`config.mk`:
```
export PLATFORM = sky130hd
export DESIGN_NAME = eic_ctrl
export DESIGN_NICKNAME = d
export VERILOG_FILES = /design/src/hw/eic_pkg.sv /design/src/hw/eic_pin_detect.sv /design/src/hw/eic_ctrl.sv
export SDC_FILE = /design/constraint.sdc
export NUM_CORES = 1
export LEC_CHECK = 0
export BUFFER_PORTS_ARGS = -buffer_cell sky130_fd_sc_hd__buf_4
export CAP_MARGIN = 10
export CORE_AREA = 8 8 158 160
export DETAILED_ROUTE_END_ITERATION = 10
export DIE_AREA = 0 0 166 168
export SLEW_MARGIN = 30
export SYNTH_ARGS = -nofsm -noshare
export SYNTH_HDL_FRONTEND = slang
export SYNTH_SLANG_ARGS = --single-unit
```
`constraint.sdc`:
```
create_clock -name clock -period 20.8 [get_ports clock]
set_clock_uncertainty 0.05 [all_clocks]
set_input_delay 2.08 -clock clock [delete_from_list [all_inputs] [get_ports clock]]
set_output_delay 2.08 -clock clock [all_outputs]
set_load 0.01 [all_outputs]
```
`src/hw/eic_pkg.sv`:
```
// Package: register map, fields and encodings of the external interrupt controller
package eic_pkg;
   localparam logic [11:0] ADDR_PRIO_A   = 12'h000;
   localparam logic [11:0] ADDR_PRIO_B   = 12'h004;
   localparam logic [11:0] ADDR_PRIO_H   = 12'h008;
   localparam logic [11:0] ADDR_CONTROL  = 12'h00c;
   localparam logic [11:0] ADDR_STATUS   = 12'h010;
   localparam logic [11:0] ADDR_CPU_MASK = 12'h014;
   localparam logic [11:0] ADDR_ACCEPT   = 12'h018;
   localparam logic [11:0] ADDR_ACK      = 12'h01c;
   localparam int NMI_LEVEL_BIT  = 15;
   localparam int NMI_EDGE_BIT   = 8;
   localparam logic [15:0] PRIO_RESET = 16'h0000;
   localparam logic [15:0] CONTROL_RESET = 16'h0000;
   localparam logic [15:0] STATUS_RESET  = 16'h0000;
   // Writable positions: bits 7..4 and 1..0
   localparam logic [15:0] REQ_FIELD_MASK = 16'h00f3;
   localparam int NUM_PINS = 6;
   localparam logic [3:0] NMI_LEVEL = 4'hf;
   localparam logic [4:0] NMI_SOURCE = 5'h10;
   localparam logic [4:0] NO_SOURCE  = 5'h1f;
   localparam logic [1:0] HTRANS_NONSEQ = 2'b10;
   localparam logic [2:0] HSIZE_WORD    = 3'b010;
endpackage

```
`src/hw/eic_pin_detect.sv`:
```
// One synchronised external pin with level or edge detection
module eic_pin_detect (
   input  wire logic clock,
   input  wire logic rst,
   input  wire logic pin,
   output logic      sample,
   output logic      fall,
   output logic      rise
);
   typedef struct packed {
      logic meta;
      logic sync;
      logic prev;
   } eic_sync_type;
   eic_sync_type st_reg;
   eic_sync_type st_next;

   always_comb begin
      st_next      = st_reg;
      st_next.meta = pin;
      st_next.sync = st_reg.meta;
      st_next.prev = st_reg.sync;
   end

   always_ff @(posedge clock) begin
      if (rst) begin
         st_reg <= '{meta: 1'b1, sync: 1'b1, prev: 1'b1};
      end else begin
         st_reg <= st_next;
      end
   end

   // Only synchronised samples are compared
   assign sample = st_reg.sync;
   assign fall   = st_reg.prev & ~st_reg.sync;
   assign rise   = ~st_reg.prev & st_reg.sync;
endmodule

```
`src/hw/eic_ctrl.sv`:
```
// External interrupt controller: pin detection, request flags, arbitration and AHB registers
//
// Added by the designer: the address map and the AHB-Lite slave port.
module eic_ctrl
   import eic_pkg::*;
#(
   parameter int NPINS = eic_pkg::NUM_PINS
) (
   input  wire logic        clock,
   input  wire logic        rst,
   input  wire logic        hsel,
   input  wire logic [31:0] haddr,
   input  wire logic [1:0]  htrans,
   input  wire logic        hwrite,
   input  wire logic [2:0]  hsize,
   input  wire logic [31:0] hwdata,
   input  wire logic        hready,
   output logic      [31:0] hrdata,
   output logic             hreadyout,
   output logic             hresp,
   input  wire logic        nmi_pin,
   input  wire logic [NPINS-1:0] ext_req_n,
   input  wire logic [3:0]  cpu_mask_level,
   input  wire logic        cpu_accept,
   output logic             cpu_irq,
   output logic      [3:0]  irq_level,
   output logic      [4:0]  irq_source
);
   import eic_pkg::*;

   typedef struct packed {
      logic [15:0] prio_a;
      logic [15:0] prio_b;
      logic [15:0] prio_h;
      logic        nmi_edge_select;
      logic [NPINS-1:0] sense;
      logic [NPINS-1:0] edge_flag;
      logic [NPINS-1:0] read_one;
      logic        nmi_pending;
      logic        dp_valid;
      logic        dp_write;
      logic [11:0] dp_addr;
      logic [31:0] rdata;
      logic        irq;
      logic [3:0]  level;
      logic [4:0]  source;
   } eic_state_type;

   eic_state_type st_reg;
   eic_state_type st_next;

   logic [NPINS-1:0] pin_low;
   logic [NPINS-1:0] pin_fall;
   logic             nmi_sample;
   logic             nmi_fall;
   logic             nmi_rise;

   genvar g;
   generate
      for (g = 0; g < NPINS; g++) begin : g_pin
         logic smp;
         eic_pin_detect u_det (
            .clock  (clock),
            .rst    (rst),
            .pin    (ext_req_n[g]),
            .sample (smp),
            .fall   (pin_fall[g]),
            .rise   ()
         );
         assign pin_low[g] = ~smp;
      end
   endgenerate

   eic_pin_detect u_nmi (
      .clock  (clock),
      .rst    (rst),
      .pin    (nmi_pin),
      .sample (nmi_sample),
      .fall   (nmi_fall),
      .rise   (nmi_rise)
   );

   // Pin index 0..5 maps to bits 7,6,5,4,1,0 of the flag and sense fields
   function automatic logic [15:0] spread(input logic [NPINS-1:0] v);
      spread = {8'h00, v[0], v[1], v[2], v[3], 2'b00, v[4], v[5]};
   endfunction

   function automatic logic [NPINS-1:0] gather(input logic [15:0] w);
      gather = {w[0], w[1], w[4], w[5], w[6], w[7]};
   endfunction

   // Priority field of each pin: a[15:12],a[11:8],a[7:4],a[3:0],b[7:4],b[3:0]
   function automatic logic [3:0] pin_prio(input logic [15:0] a, input logic [15:0] b,
                                           input int unsigned i);
      case (i)
         0:       pin_prio = a[15:12];
         1:       pin_prio = a[11:8];
         2:       pin_prio = a[7:4];
         3:       pin_prio = a[3:0];
         4:       pin_prio = b[7:4];
         default: pin_prio = b[3:0];
      endcase
   endfunction

   logic [NPINS-1:0] flags;
   logic [15:0]      control_word;
   logic [15:0]      status_word;
   logic [3:0]       best_level;
   logic [4:0]       best_source;
   logic             best_valid;
   logic             addr_phase;

   assign flags = (pin_low & ~st_reg.sense) | (st_reg.edge_flag & st_reg.sense);
   // Sense bits sit in the low byte only, so the two halves can be or-ed
   assign control_word = {nmi_sample, 6'b000000, st_reg.nmi_edge_select, 8'h00}
                         | spread(st_reg.sense);
   assign status_word  = spread(flags);

   always_comb begin
      best_valid  = st_reg.nmi_pending;
      best_level  = NMI_LEVEL;
      best_source = st_reg.nmi_pending ? NMI_SOURCE : NO_SOURCE;
      if (!st_reg.nmi_pending) begin
         // Ascending scan with >= would favour later pins; strict > keeps lower index
         for (int unsigned i = 0; i < NPINS; i++) begin
            if (flags[i] && (!best_valid ||
                pin_prio(st_reg.prio_a, st_reg.prio_b, i) > best_level)) begin
               best_valid  = 1'b1;
               best_level  = pin_prio(st_reg.prio_a, st_reg.prio_b, i);
               best_source = 5'(i);
            end
         end
      end
   end

   assign addr_phase = hsel & hready & (htrans == HTRANS_NONSEQ);

   always_comb begin
      logic [NPINS-1:0] wr_clear;
      logic [15:0]      wd;
      wr_clear = '0;
      wd       = hwdata[15:0];
      st_next  = st_reg;

      st_next.dp_valid = addr_phase;
      st_next.dp_write = hwrite;
      st_next.dp_addr  = haddr[11:0];
      st_next.rdata    = 32'h0000_0000;

      if (addr_phase && !hwrite) begin
         if (haddr[11:0] == ADDR_PRIO_A) begin
            st_next.rdata = {16'h0000, st_reg.prio_a};
         end else if (haddr[11:0] == ADDR_PRIO_B) begin
            st_next.rdata = {16'h0000, st_reg.prio_b};
         end else if (haddr[11:0] == ADDR_PRIO_H) begin
            st_next.rdata = {16'h0000, st_reg.prio_h};
         end else if (haddr[11:0] == ADDR_CONTROL) begin
            st_next.rdata = {16'h0000, control_word};
         end else if (haddr[11:0] == ADDR_STATUS) begin
            st_next.rdata = {16'h0000, status_word};
            st_next.read_one = st_reg.read_one | flags;
         end else if (haddr[11:0] == ADDR_CPU_MASK) begin
            st_next.rdata = {28'h0000000, cpu_mask_level};
         end else if (haddr[11:0] == ADDR_ACCEPT) begin
            st_next.rdata = {22'h000000, st_reg.irq, st_reg.level, st_reg.source};
         end
      end

      if (st_reg.dp_valid && st_reg.dp_write) begin
         if (st_reg.dp_addr == ADDR_PRIO_A) begin
            st_next.prio_a = wd;
         end else if (st_reg.dp_addr == ADDR_PRIO_B) begin
            st_next.prio_b = {8'h00, wd[7:0]};
         end else if (st_reg.dp_addr == ADDR_PRIO_H) begin
            st_next.prio_h = {wd[15:12], 12'h000};
         end else if (st_reg.dp_addr == ADDR_CONTROL) begin
            st_next.nmi_edge_select = wd[NMI_EDGE_BIT];
            st_next.sense           = gather(wd & REQ_FIELD_MASK);
         end else if (st_reg.dp_addr == ADDR_STATUS) begin
            wr_clear = ~gather(wd) & st_reg.read_one & st_reg.sense;
            // Keep a read-as-one taken by a read in the same cycle
            st_next.read_one = st_next.read_one & ~wr_clear;
         end
      end

      // Exception accepted for a pin: drop its latched request
      if (cpu_accept && st_reg.irq && st_reg.source < NMI_SOURCE) begin
         wr_clear[st_reg.source[2:0]] = 1'b1;
      end
      if (cpu_accept && st_reg.irq && st_reg.source == NMI_SOURCE) begin
         st_next.nmi_pending = 1'b0;
      end

      // Set wins over clear; flags hold until cleared
      // Falls in level mode are not latched, so a switch to edge mode starts clean unless a flag is left from earlier edge mode
      st_next.edge_flag = (st_reg.edge_flag & ~wr_clear)
                        | (pin_fall & st_reg.sense);
      st_next.read_one  = st_next.read_one & st_next.edge_flag;
      if (st_reg.nmi_edge_select ? nmi_rise : nmi_fall) begin
         st_next.nmi_pending = 1'b1;
      end

      st_next.irq    = best_valid && (best_level > cpu_mask_level) && !cpu_accept;
      st_next.level  = best_level;
      st_next.source = best_source;
   end

   always_ff @(posedge clock) begin
      if (rst) begin
         st_reg <= '0;
         st_reg.prio_a <= PRIO_RESET;
         st_reg.prio_b <= PRIO_RESET;
         st_reg.prio_h <= PRIO_RESET;
         st_reg.source <= NO_SOURCE;
      end else begin
         st_reg <= st_next;
      end
   end

   assign hreadyout  = 1'b1;
   assign hresp      = 1'b0;
   assign hrdata     = st_reg.rdata;
   assign cpu_irq    = st_reg.irq;
   assign irq_level  = st_reg.level;
   assign irq_source = st_reg.source;

   chk_level_follow_pin: assert property (@(posedge clock) disable iff (rst)
      !st_reg.sense[0] |-> (status_word[7] == pin_low[0]))
      else $error("level flag does not follow pin");

   chk_edge_latch: assert property (@(posedge clock) disable iff (rst)
      (st_reg.sense[0] && pin_fall[0]) |=> st_reg.edge_flag[0])
      else $error("falling edge not latched");

   chk_edge_hold: assert property (@(posedge clock) disable iff (rst)
      (st_reg.edge_flag[1] && !cpu_accept && !(st_reg.dp_valid && st_reg.dp_write))
      |=> st_reg.edge_flag[1])
      else $error("pending edge request lost");

   chk_mask_compare: assert property (@(posedge clock) disable iff (rst)
      st_reg.irq |-> $past(best_level) > $past(cpu_mask_level))
      else $error("request at or below mask forwarded");

   chk_forward_above: assert property (@(posedge clock) disable iff (rst)
      (best_valid && best_level > cpu_mask_level && !cpu_accept) |=> st_reg.irq)
      else $error("request above mask not forwarded");

   chk_reserved_zero: assert property (@(posedge clock) disable iff (rst)
      (status_word[15:8] == 8'h00) && (control_word[14:9] == 6'h00)
      && (status_word[3:2] == 2'b00) && (control_word[3:2] == 2'b00))
      else $error("reserved bits not zero");

   chk_nmi_level: assert property (@(posedge clock) disable iff (rst)
      control_word[NMI_LEVEL_BIT] == nmi_sample)
      else $error("nmi level bit wrong");

   chk_nmi_edge: assert property (@(posedge clock) disable iff (rst)
      (!st_reg.nmi_edge_select && nmi_fall) |=> st_reg.nmi_pending)
      else $error("nmi falling edge missed");

   chk_auto_clear: assert property (@(posedge clock) disable iff (rst)
      (cpu_accept && st_reg.irq && st_reg.source == 5'h00 && !pin_fall[0])
      |=> !st_reg.edge_flag[0])
      else $error("accepted request not cleared");

   chk_highest_wins: assert property (@(posedge clock) disable iff (rst)
      (flags[0] && flags[1] && !st_reg.nmi_pending && st_reg.prio_a[11:8] > st_reg.prio_a[15:12])
      |-> best_source != 5'h00)
      else $error("lower priority selected");

   chk_nmi_rise_edge: assert property (@(posedge clock) disable iff (rst)
      (st_reg.nmi_edge_select && nmi_rise) |=> st_reg.nmi_pending)
      else $error("nmi rising edge missed");

   chk_nmi_edge_ignored: assert property (@(posedge clock) disable iff (rst)
      (!st_reg.nmi_edge_select && nmi_rise && !st_reg.nmi_pending) |=> !st_reg.nmi_pending)
      else $error("nmi wrong edge taken");

   chk_level_no_latch: assert property (@(posedge clock) disable iff (rst)
      (!st_reg.sense[0] && !st_reg.edge_flag[0]) |=> !st_reg.edge_flag[0])
      else $error("level mode latched an edge");

   chk_sw_clear: assert property (@(posedge clock) disable iff (rst)
      (st_reg.dp_valid && st_reg.dp_write && st_reg.dp_addr == ADDR_STATUS && !hwdata[6]
       && st_reg.read_one[1] && st_reg.sense[1] && !pin_fall[1]) |=> !st_reg.edge_flag[1])
      else $error("flag not cleared after read");

   chk_unread_kept: assert property (@(posedge clock) disable iff (rst)
      (st_reg.edge_flag[1] && !st_reg.read_one[1] && !cpu_accept) |=> st_reg.edge_flag[1])
      else $error("unread flag cleared");

   chk_reset_pending: assert property (@(posedge clock)
      rst |=> (st_reg.edge_flag == '0 && !st_reg.nmi_pending && !st_reg.irq))
      else $error("pending request survived reset");

   chk_reset_config: assert property (@(posedge clock)
      rst |=> (st_reg.sense == '0 && !st_reg.nmi_edge_select && st_reg.prio_a == PRIO_RESET))
      else $error("configuration not reset");

   chk_mask_blocks: assert property (@(posedge clock) disable iff (rst)
      (best_valid && best_level <= cpu_mask_level) |=> !st_reg.irq)
      else $error("masked request forwarded");

   chk_level_presented: assert property (@(posedge clock) disable iff (rst)
      st_reg.irq |-> (st_reg.level == $past(best_level)))
      else $error("presented level wrong");

   chk_nmi_selected: assert property (@(posedge clock) disable iff (rst)
      st_reg.nmi_pending |-> (best_source == NMI_SOURCE && best_level == NMI_LEVEL))
      else $error("nmi not selected first");

   chk_tie_order: assert property (@(posedge clock) disable iff (rst)
      (flags[3] && flags[4] && !st_reg.nmi_pending && best_level == st_reg.prio_a[3:0]
       && st_reg.prio_a[3:0] == st_reg.prio_b[7:4]) |-> best_source != 5'h04)
      else $error("tie resolved to later pin");

   chk_sync_edge: assert property (@(posedge clock) disable iff (rst)
      pin_fall[0] |-> (pin_low[0] && !$past(pin_low[0])))
      else $error("edge not between synchronised samples");

   chk_accept_drops: assert property (@(posedge clock) disable iff (rst)
      (cpu_accept && st_reg.irq) |=> !st_reg.irq)
      else $error("request held after acceptance");
endmodule

```
# Word level (Yosys, flattened, before mapping)
# Index checks and enable logic that the tools add are counted.
[totals]
reg_bits = 125
in_bits = 86
elab_cells = 204
[op_classes]
magnitude_cmp = 10
n_eq_ne = 12
n_mux = 69
bitwise_logic = 39
reduce_logical = 37
[ops]
columns = ["cell", "count"]
rows = [
  ["6-bit two-way mux", 19],
  ["4-bit two-way mux", 19],
  ["16-bit two-way mux", 4],
  ["6-bit bitwise AND", 8],
  ["12-bit by 4-bit == test with 1-bit output (second input constant)", 4],
  ["12-bit by 5-bit == test with 1-bit output (second input constant)", 4],
  ["5-bit two-way mux", 7],
  ["10-bit two-way mux", 3],
  ["12-bit by 3-bit == test with 1-bit output (second input constant)", 2],
  ["4-bit greater-than comparator", 6],
  ["12-bit zero test", 2],
  ["6-bit NOT", 4],
  ["6-bit OR", 4],
  ["1-bit two-way mux", 16],
  ["16-bit by 8-bit OR with 16-bit output", 1],
  ["1-bit logical AND", 14],
  ["1-bit NOT", 12],
  ["1-bit bitwise AND", 10],
  ["1-bit zero test", 8],
  ["8-bit OR reduction", 1],
  ["1-bit logical OR", 6],
  ["5-bit == test (second input constant)", 1],
  ["5-bit less-than comparator (second input constant)", 1],
  ["5-bit AND reduction", 1],
  ["other kinds (10)", 10],
]

# Logic depth before layout (Yosys ltp)
[logic_depth]
depth_word = 34
ltp_mapped = 50
mapped_depth_nobuf = 49

# By module
# From an unflattened synthesis, not the netlist that was laid out.
[hier_totals]
cells_unflattened = 615
hier_area_um2 = 5602.9
[by_module_without_submodules]
columns = ["module", "instances", "cells_each", "area_per_inst_um2"]
rows = [
  ["eic_ctrl", 1, 559, 4954.8],
  ["eic_pin_detect", 7, 8, 92.6],
]

# Worst setup path after synthesis
# Ideal clock, no wire load.
[synth_timing]
kind = "reg-to-reg"
start = "reg st_reg[69] (netlist name)"
end = "reg st_reg (netlist bit cpu_irq)"
setup_ps = 137
arrival_time_ps = 9246
required_ps = 20613
setup_slack_ps = 11367
path_stages_with_launch = 49
n_path_buf = 1
path_cell_list = "dfxtp_1 > nor2b_4 > or3_1 > buf_6 > or2_2 > ha_1 > nor2b_1 > o211ai_1 > o2bb2ai_4 > a21oi_1 > mux2_2 > ha_1 > nand2b_1 > a21oi_1 > o21ai_0 > o211ai_1 > mux2_4 > and2_1 > [... 13 more ...] > o21a_1 > o21ai_1 > mux2_2 > ha_1 > nor2b_1 > o21a_1 > o21a_1 > o21a_1 > o21ai_1 > nand2_1 > nor2_2 > a211oi_1 > ha_1 > nor2b_1 > o21ai_0 > nand2b_1 > a21oi_1 > a311oi_1"
[synth_via]
elab_chain_cells = 34
[synth_lines]
columns = ["element", "line", "text"]
rows = [
  ["start: declaration", "eic_ctrl.sv:49", "eic_state_type st_reg;"],
  ["start signal: assignment", "eic_ctrl.sv:216", "st_reg <= st_next;"],
  ["6-bit NOT", "eic_ctrl.sv:113", "assign flags = (pin_low & ~st_reg.sense) | (st_reg.edge_flag & st_reg.sense);"],
  ["6-bit bitwise AND", "eic_ctrl.sv:113", ""],
  ["6-bit OR (*)", "eic_ctrl.sv:113", ""],
  ["1-bit logical AND (*)", "eic_ctrl.sv:126", "if (flags[i] && (!best_valid ||"],
  ["4-bit two-way mux or 1-bit two-way mux (tied branches)", "eic_ctrl.sv:126", ""],
  ["4-bit two-way mux or 1-bit two-way mux (tied branches)", "eic_ctrl.sv:123", "if (!st_reg.nmi_pending) begin"],
  ["4-bit greater-than comparator or 1-bit zero test (tied branches)", "eic_ctrl.sv:127, eic_ctrl.sv:126", ""],
  ["1-bit logical OR", "eic_ctrl.sv:126", ""],
  ["[... 18 more ...]", "n/a", ""],
  ["4-bit greater-than comparator or 1-bit zero test (tied branches)", "eic_ctrl.sv:127, eic_ctrl.sv:126", ""],
  ["1-bit logical OR", "eic_ctrl.sv:126", ""],
  ["1-bit logical AND", "eic_ctrl.sv:126", ""],
  ["4-bit two-way mux (*)", "eic_ctrl.sv:126", ""],
  ["4-bit two-way mux (*)", "eic_ctrl.sv:123", ""],
  ["via best_level[1]", "eic_ctrl.sv:108", "logic [3:0] best_level;"],
  ["4-bit greater-than comparator (*)", "eic_ctrl.sv:203", "st_next.irq = best_valid && (best_level > cpu_mask_level) && !cpu_accept;"],
  ["1-bit logical AND (*) (2 in a row)", "eic_ctrl.sv:203", ""],
]
# The timed path passes the listed nets; every way through them passes the cells marked *. The select of a mux whose other input is x is not followed.
# A chain may end at the register's enable or synchronous reset.

# Worst setup path in the final report
[layout_timing]
start = "reg st_reg[56] (netlist name)"
end = "reg st_reg (netlist bit cpu_irq)"
[layout_via]
elab_chain_cells = 33
[layout_lines]
columns = ["element", "line"]
rows = [
  ["1-bit zero test", "eic_ctrl.sv:126"],
  ["1-bit logical OR", "eic_ctrl.sv:126"],
  ["1-bit logical AND", "eic_ctrl.sv:126"],
  ["4-bit two-way mux or 1-bit two-way mux (tied branches)", "eic_ctrl.sv:126"],
  ["4-bit two-way mux or 1-bit two-way mux (tied branches)", "eic_ctrl.sv:123"],
  ["4-bit greater-than comparator or 1-bit zero test (tied branches)", "eic_ctrl.sv:127, eic_ctrl.sv:126"],
  ["1-bit logical OR", "eic_ctrl.sv:126"],
  ["1-bit logical AND", "eic_ctrl.sv:126"],
  ["[... 17 more ...]", "n/a"],
  ["4-bit greater-than comparator or 1-bit zero test (tied branches)", "eic_ctrl.sv:127, eic_ctrl.sv:126"],
  ["1-bit logical OR", "eic_ctrl.sv:126"],
  ["1-bit logical AND", "eic_ctrl.sv:126"],
  ["4-bit two-way mux", "eic_ctrl.sv:126"],
  ["4-bit two-way mux (*)", "eic_ctrl.sv:123"],
  ["via best_level[1]", "eic_ctrl.sv:108"],
  ["4-bit greater-than comparator (*)", "eic_ctrl.sv:203"],
  ["1-bit logical AND (*) (2 in a row)", "eic_ctrl.sv:203"],
]
# Marks and branches as above.

==> results.toml <==
[yosys]
synth_top_family_by_area = "simple AND/OR/NAND/NOR gates"
yosysMostFrequentCell = "dfxtp_1"
synth_edf_count = 0
synth_xor_area_frac = 0
synthTopCellsByCount = "109 x dfxtp_1, 94 x nand2_1, 50 x nor2_1"
synth.avg_cell_area_um2 = 8.46
synth_mux_area_frac = 0.0501
yosysUniqueCellTypes = 64
synth-compound-area-share = 0.174
synth.area.top_cells = "dfxtp_1 39%, nand2_1 6.4%, buf_4 5.8%"
ys.flop_type = "dfxtp_1"
ys_seq_area_frac = 0.394
yosys_warnings = 0
synthAdderAreaFrac = 0.0497
synth_cells = 655
yosys.area_share.simple = 0.235
async_reset_ff_frac = 0
yosysTopAreaCell = "dfxtp_1"
synth_top_area_frac = 0.394
syn_area_mm2 = 0.00554
ys_ff_latch = 109

[floorplan]
core-area_mm2 = 0.0224
dieArea_mm2 = 0.0279
dieHeight_um = 168
die_w_um = 166
num_rows = 55
initial_core_util = 0.248
io_pins = 130

[timing]
whs_ns = 0.360
rsz0062_at_grt = "false"
final.setup.tns_ns = 0
maxSlewHeadroom = 0.434
worst_slew_pin_slew_ns = 0.848
fmax_mhz = 90.8
hold_viol = 0
report.final.setup_viol = 0
period_needed_ns = 11.01
worst_slack_ns = 9.79
fin_crit_sh = 0.530
maxSlewViolCount = 0

[clock_network]
numCtsBuffers = 9
cts_root_buf = "clkbuf_16"
insertion_delay_ns = 0.36
clock_path_buffers = 2
cts_resized = 0
cts_hold_buffers = 0
cts_max_level = 3
clk_pin_slew_worst_paths_ns = 0.07
clkSinkCount = 109
cts_tree = "built"
postCtsSetupBuffers = 0

[layout]
drive_above_1_share = 0.201
final_nets = 799
area_growth_pct = 15.6
utilization = 0.287
fillers = 2422
num_antenna_cells = 0
largest_register_ffs = 62

[worst_setup_path]
worstPathMaxFanout = 14
cp.arrival_ns = 11.18
slowest_delay_ns = 0.62
start_kind = "register"
worst_path_most_repeated_cell = "o21a_1"
required_ns = 20.97
crit_type = "reg2reg"
crit_slowest_cell = "or3_1"
critPathCaptureType = "register"

[global_route]
antenna_found_initial = 0
grt_overflow_total = 0
grt_pass1_wl_um = 26100
grt_pass1_vias = 4656
grt_usage = 0.118
grt_max_degree = 81

[flow_run]
cap_violations = 0

[run_status]
status = "complete, no violations"

[detailed_routing]
drt_iter0_markers = 329
first_pass_iters = 5
vias_per_cell = 4.70
drc = 0
vias = 4612
drtAntennaViolNets = 0
drt-total-wl_um = 16200
wl_per_cell_um = 16.5

[power_and_ir_drop]
finalPower_uw = 448
ir_drop_v = 0.0000413
power_leakage_uw = 0.00249
p_per_area_mw_per_mm2 = 69.9

[placed_design]
place_ws_ns = 9.94
hpwl_um = 12400
numPortBuffers = 72
gp_congestion = 0.911

[worst_hold_path]
hold_class = "reg2reg"
==> critical path, delay by kind of cell, from the launching register on <==
family          cells  cell delay, ns
compound gates     24            4.73
fa+ha+maj           6            1.65
flops               1            0.47
mux                 3            1.20
simple gates       13            2.77
==> cell families after synthesis <==
| kind of cell | after synthesis |
|---|---|
| muxes | 26 |
| other | 2 |
| and+or+nand+nor | 264 |
| buffers and inverters | 97 |
| AOI/OAI and AO/OA | 135 |
| DFF | 109 |
| adders and majority gates | 22 |
==> report_power, final <==
part / internal [uW] / switching [uW]
clock: 93.9 / 81.8
combinational: 23.4 / 30.0
sequential: 214 / 5.11
==> stage by stage <==
step / instances / area [um2]
floorplan: 671 / 5600
global placement: 965 / 6110
detailed placement: 965 / 6110
CTS: 981 / 6410
global route: 981 / 6410
finish: 981 / 6410
==> per-layer routing <==
layer  vias to the layer above  track usage  part of all wire
li1                       2292            -                 -
met4                         0       0.0312             0.014
met3                        13       0.0355             0.067
met5                         -            0                 0
met2                       139        0.187              0.45
met1                      2168        0.153              0.47
==> layout make-up <==
class	count	area (um2)	share of cell area
inverter	31	116	0.0182
tap	285	357	0.0556
sequential	109	2180	0.340
multi-input combinational	465	2890	0.451
clock inverter	7	73.8	0.0115
clock buffer	9	225	0.0351
timing repair buffer	75	563	0.0879
==> layout by cell type (no fill, tap or decap), drive strengths merged, types with 7 or more instances in the layout <==
cell and count:
or2 19, conb 18, o21a 10, clkbuf 9, ha 22, nand2 94
buf 75, nor2b 23, a21oi 46, nor2 51, and2 9, nor3 16
mux2i 15, a22o 7, mux2 11, o21ai 19, nor4 8, nand4 7
dfxtp 109, inv 32, nand3 12, a22oi 9
==> path summary, 6_finish.rpt <==
check	startpoint	end	slack, ns	depth (start not counted)
worst max-delay path	st_reg[56]	cpu_irq	9.79	46
worst min-delay path	g_pin[4].u_det.st_next[1]	g_pin[4].u_det.sample	0.36	1
worst max register to register	st_reg[56]	cpu_irq	9.79	46
worst min register to register	g_pin[4].u_det.st_next[1]	g_pin[4].u_det.sample	0.36	1
Note: power is estimated with default switching activity, not from simulation.
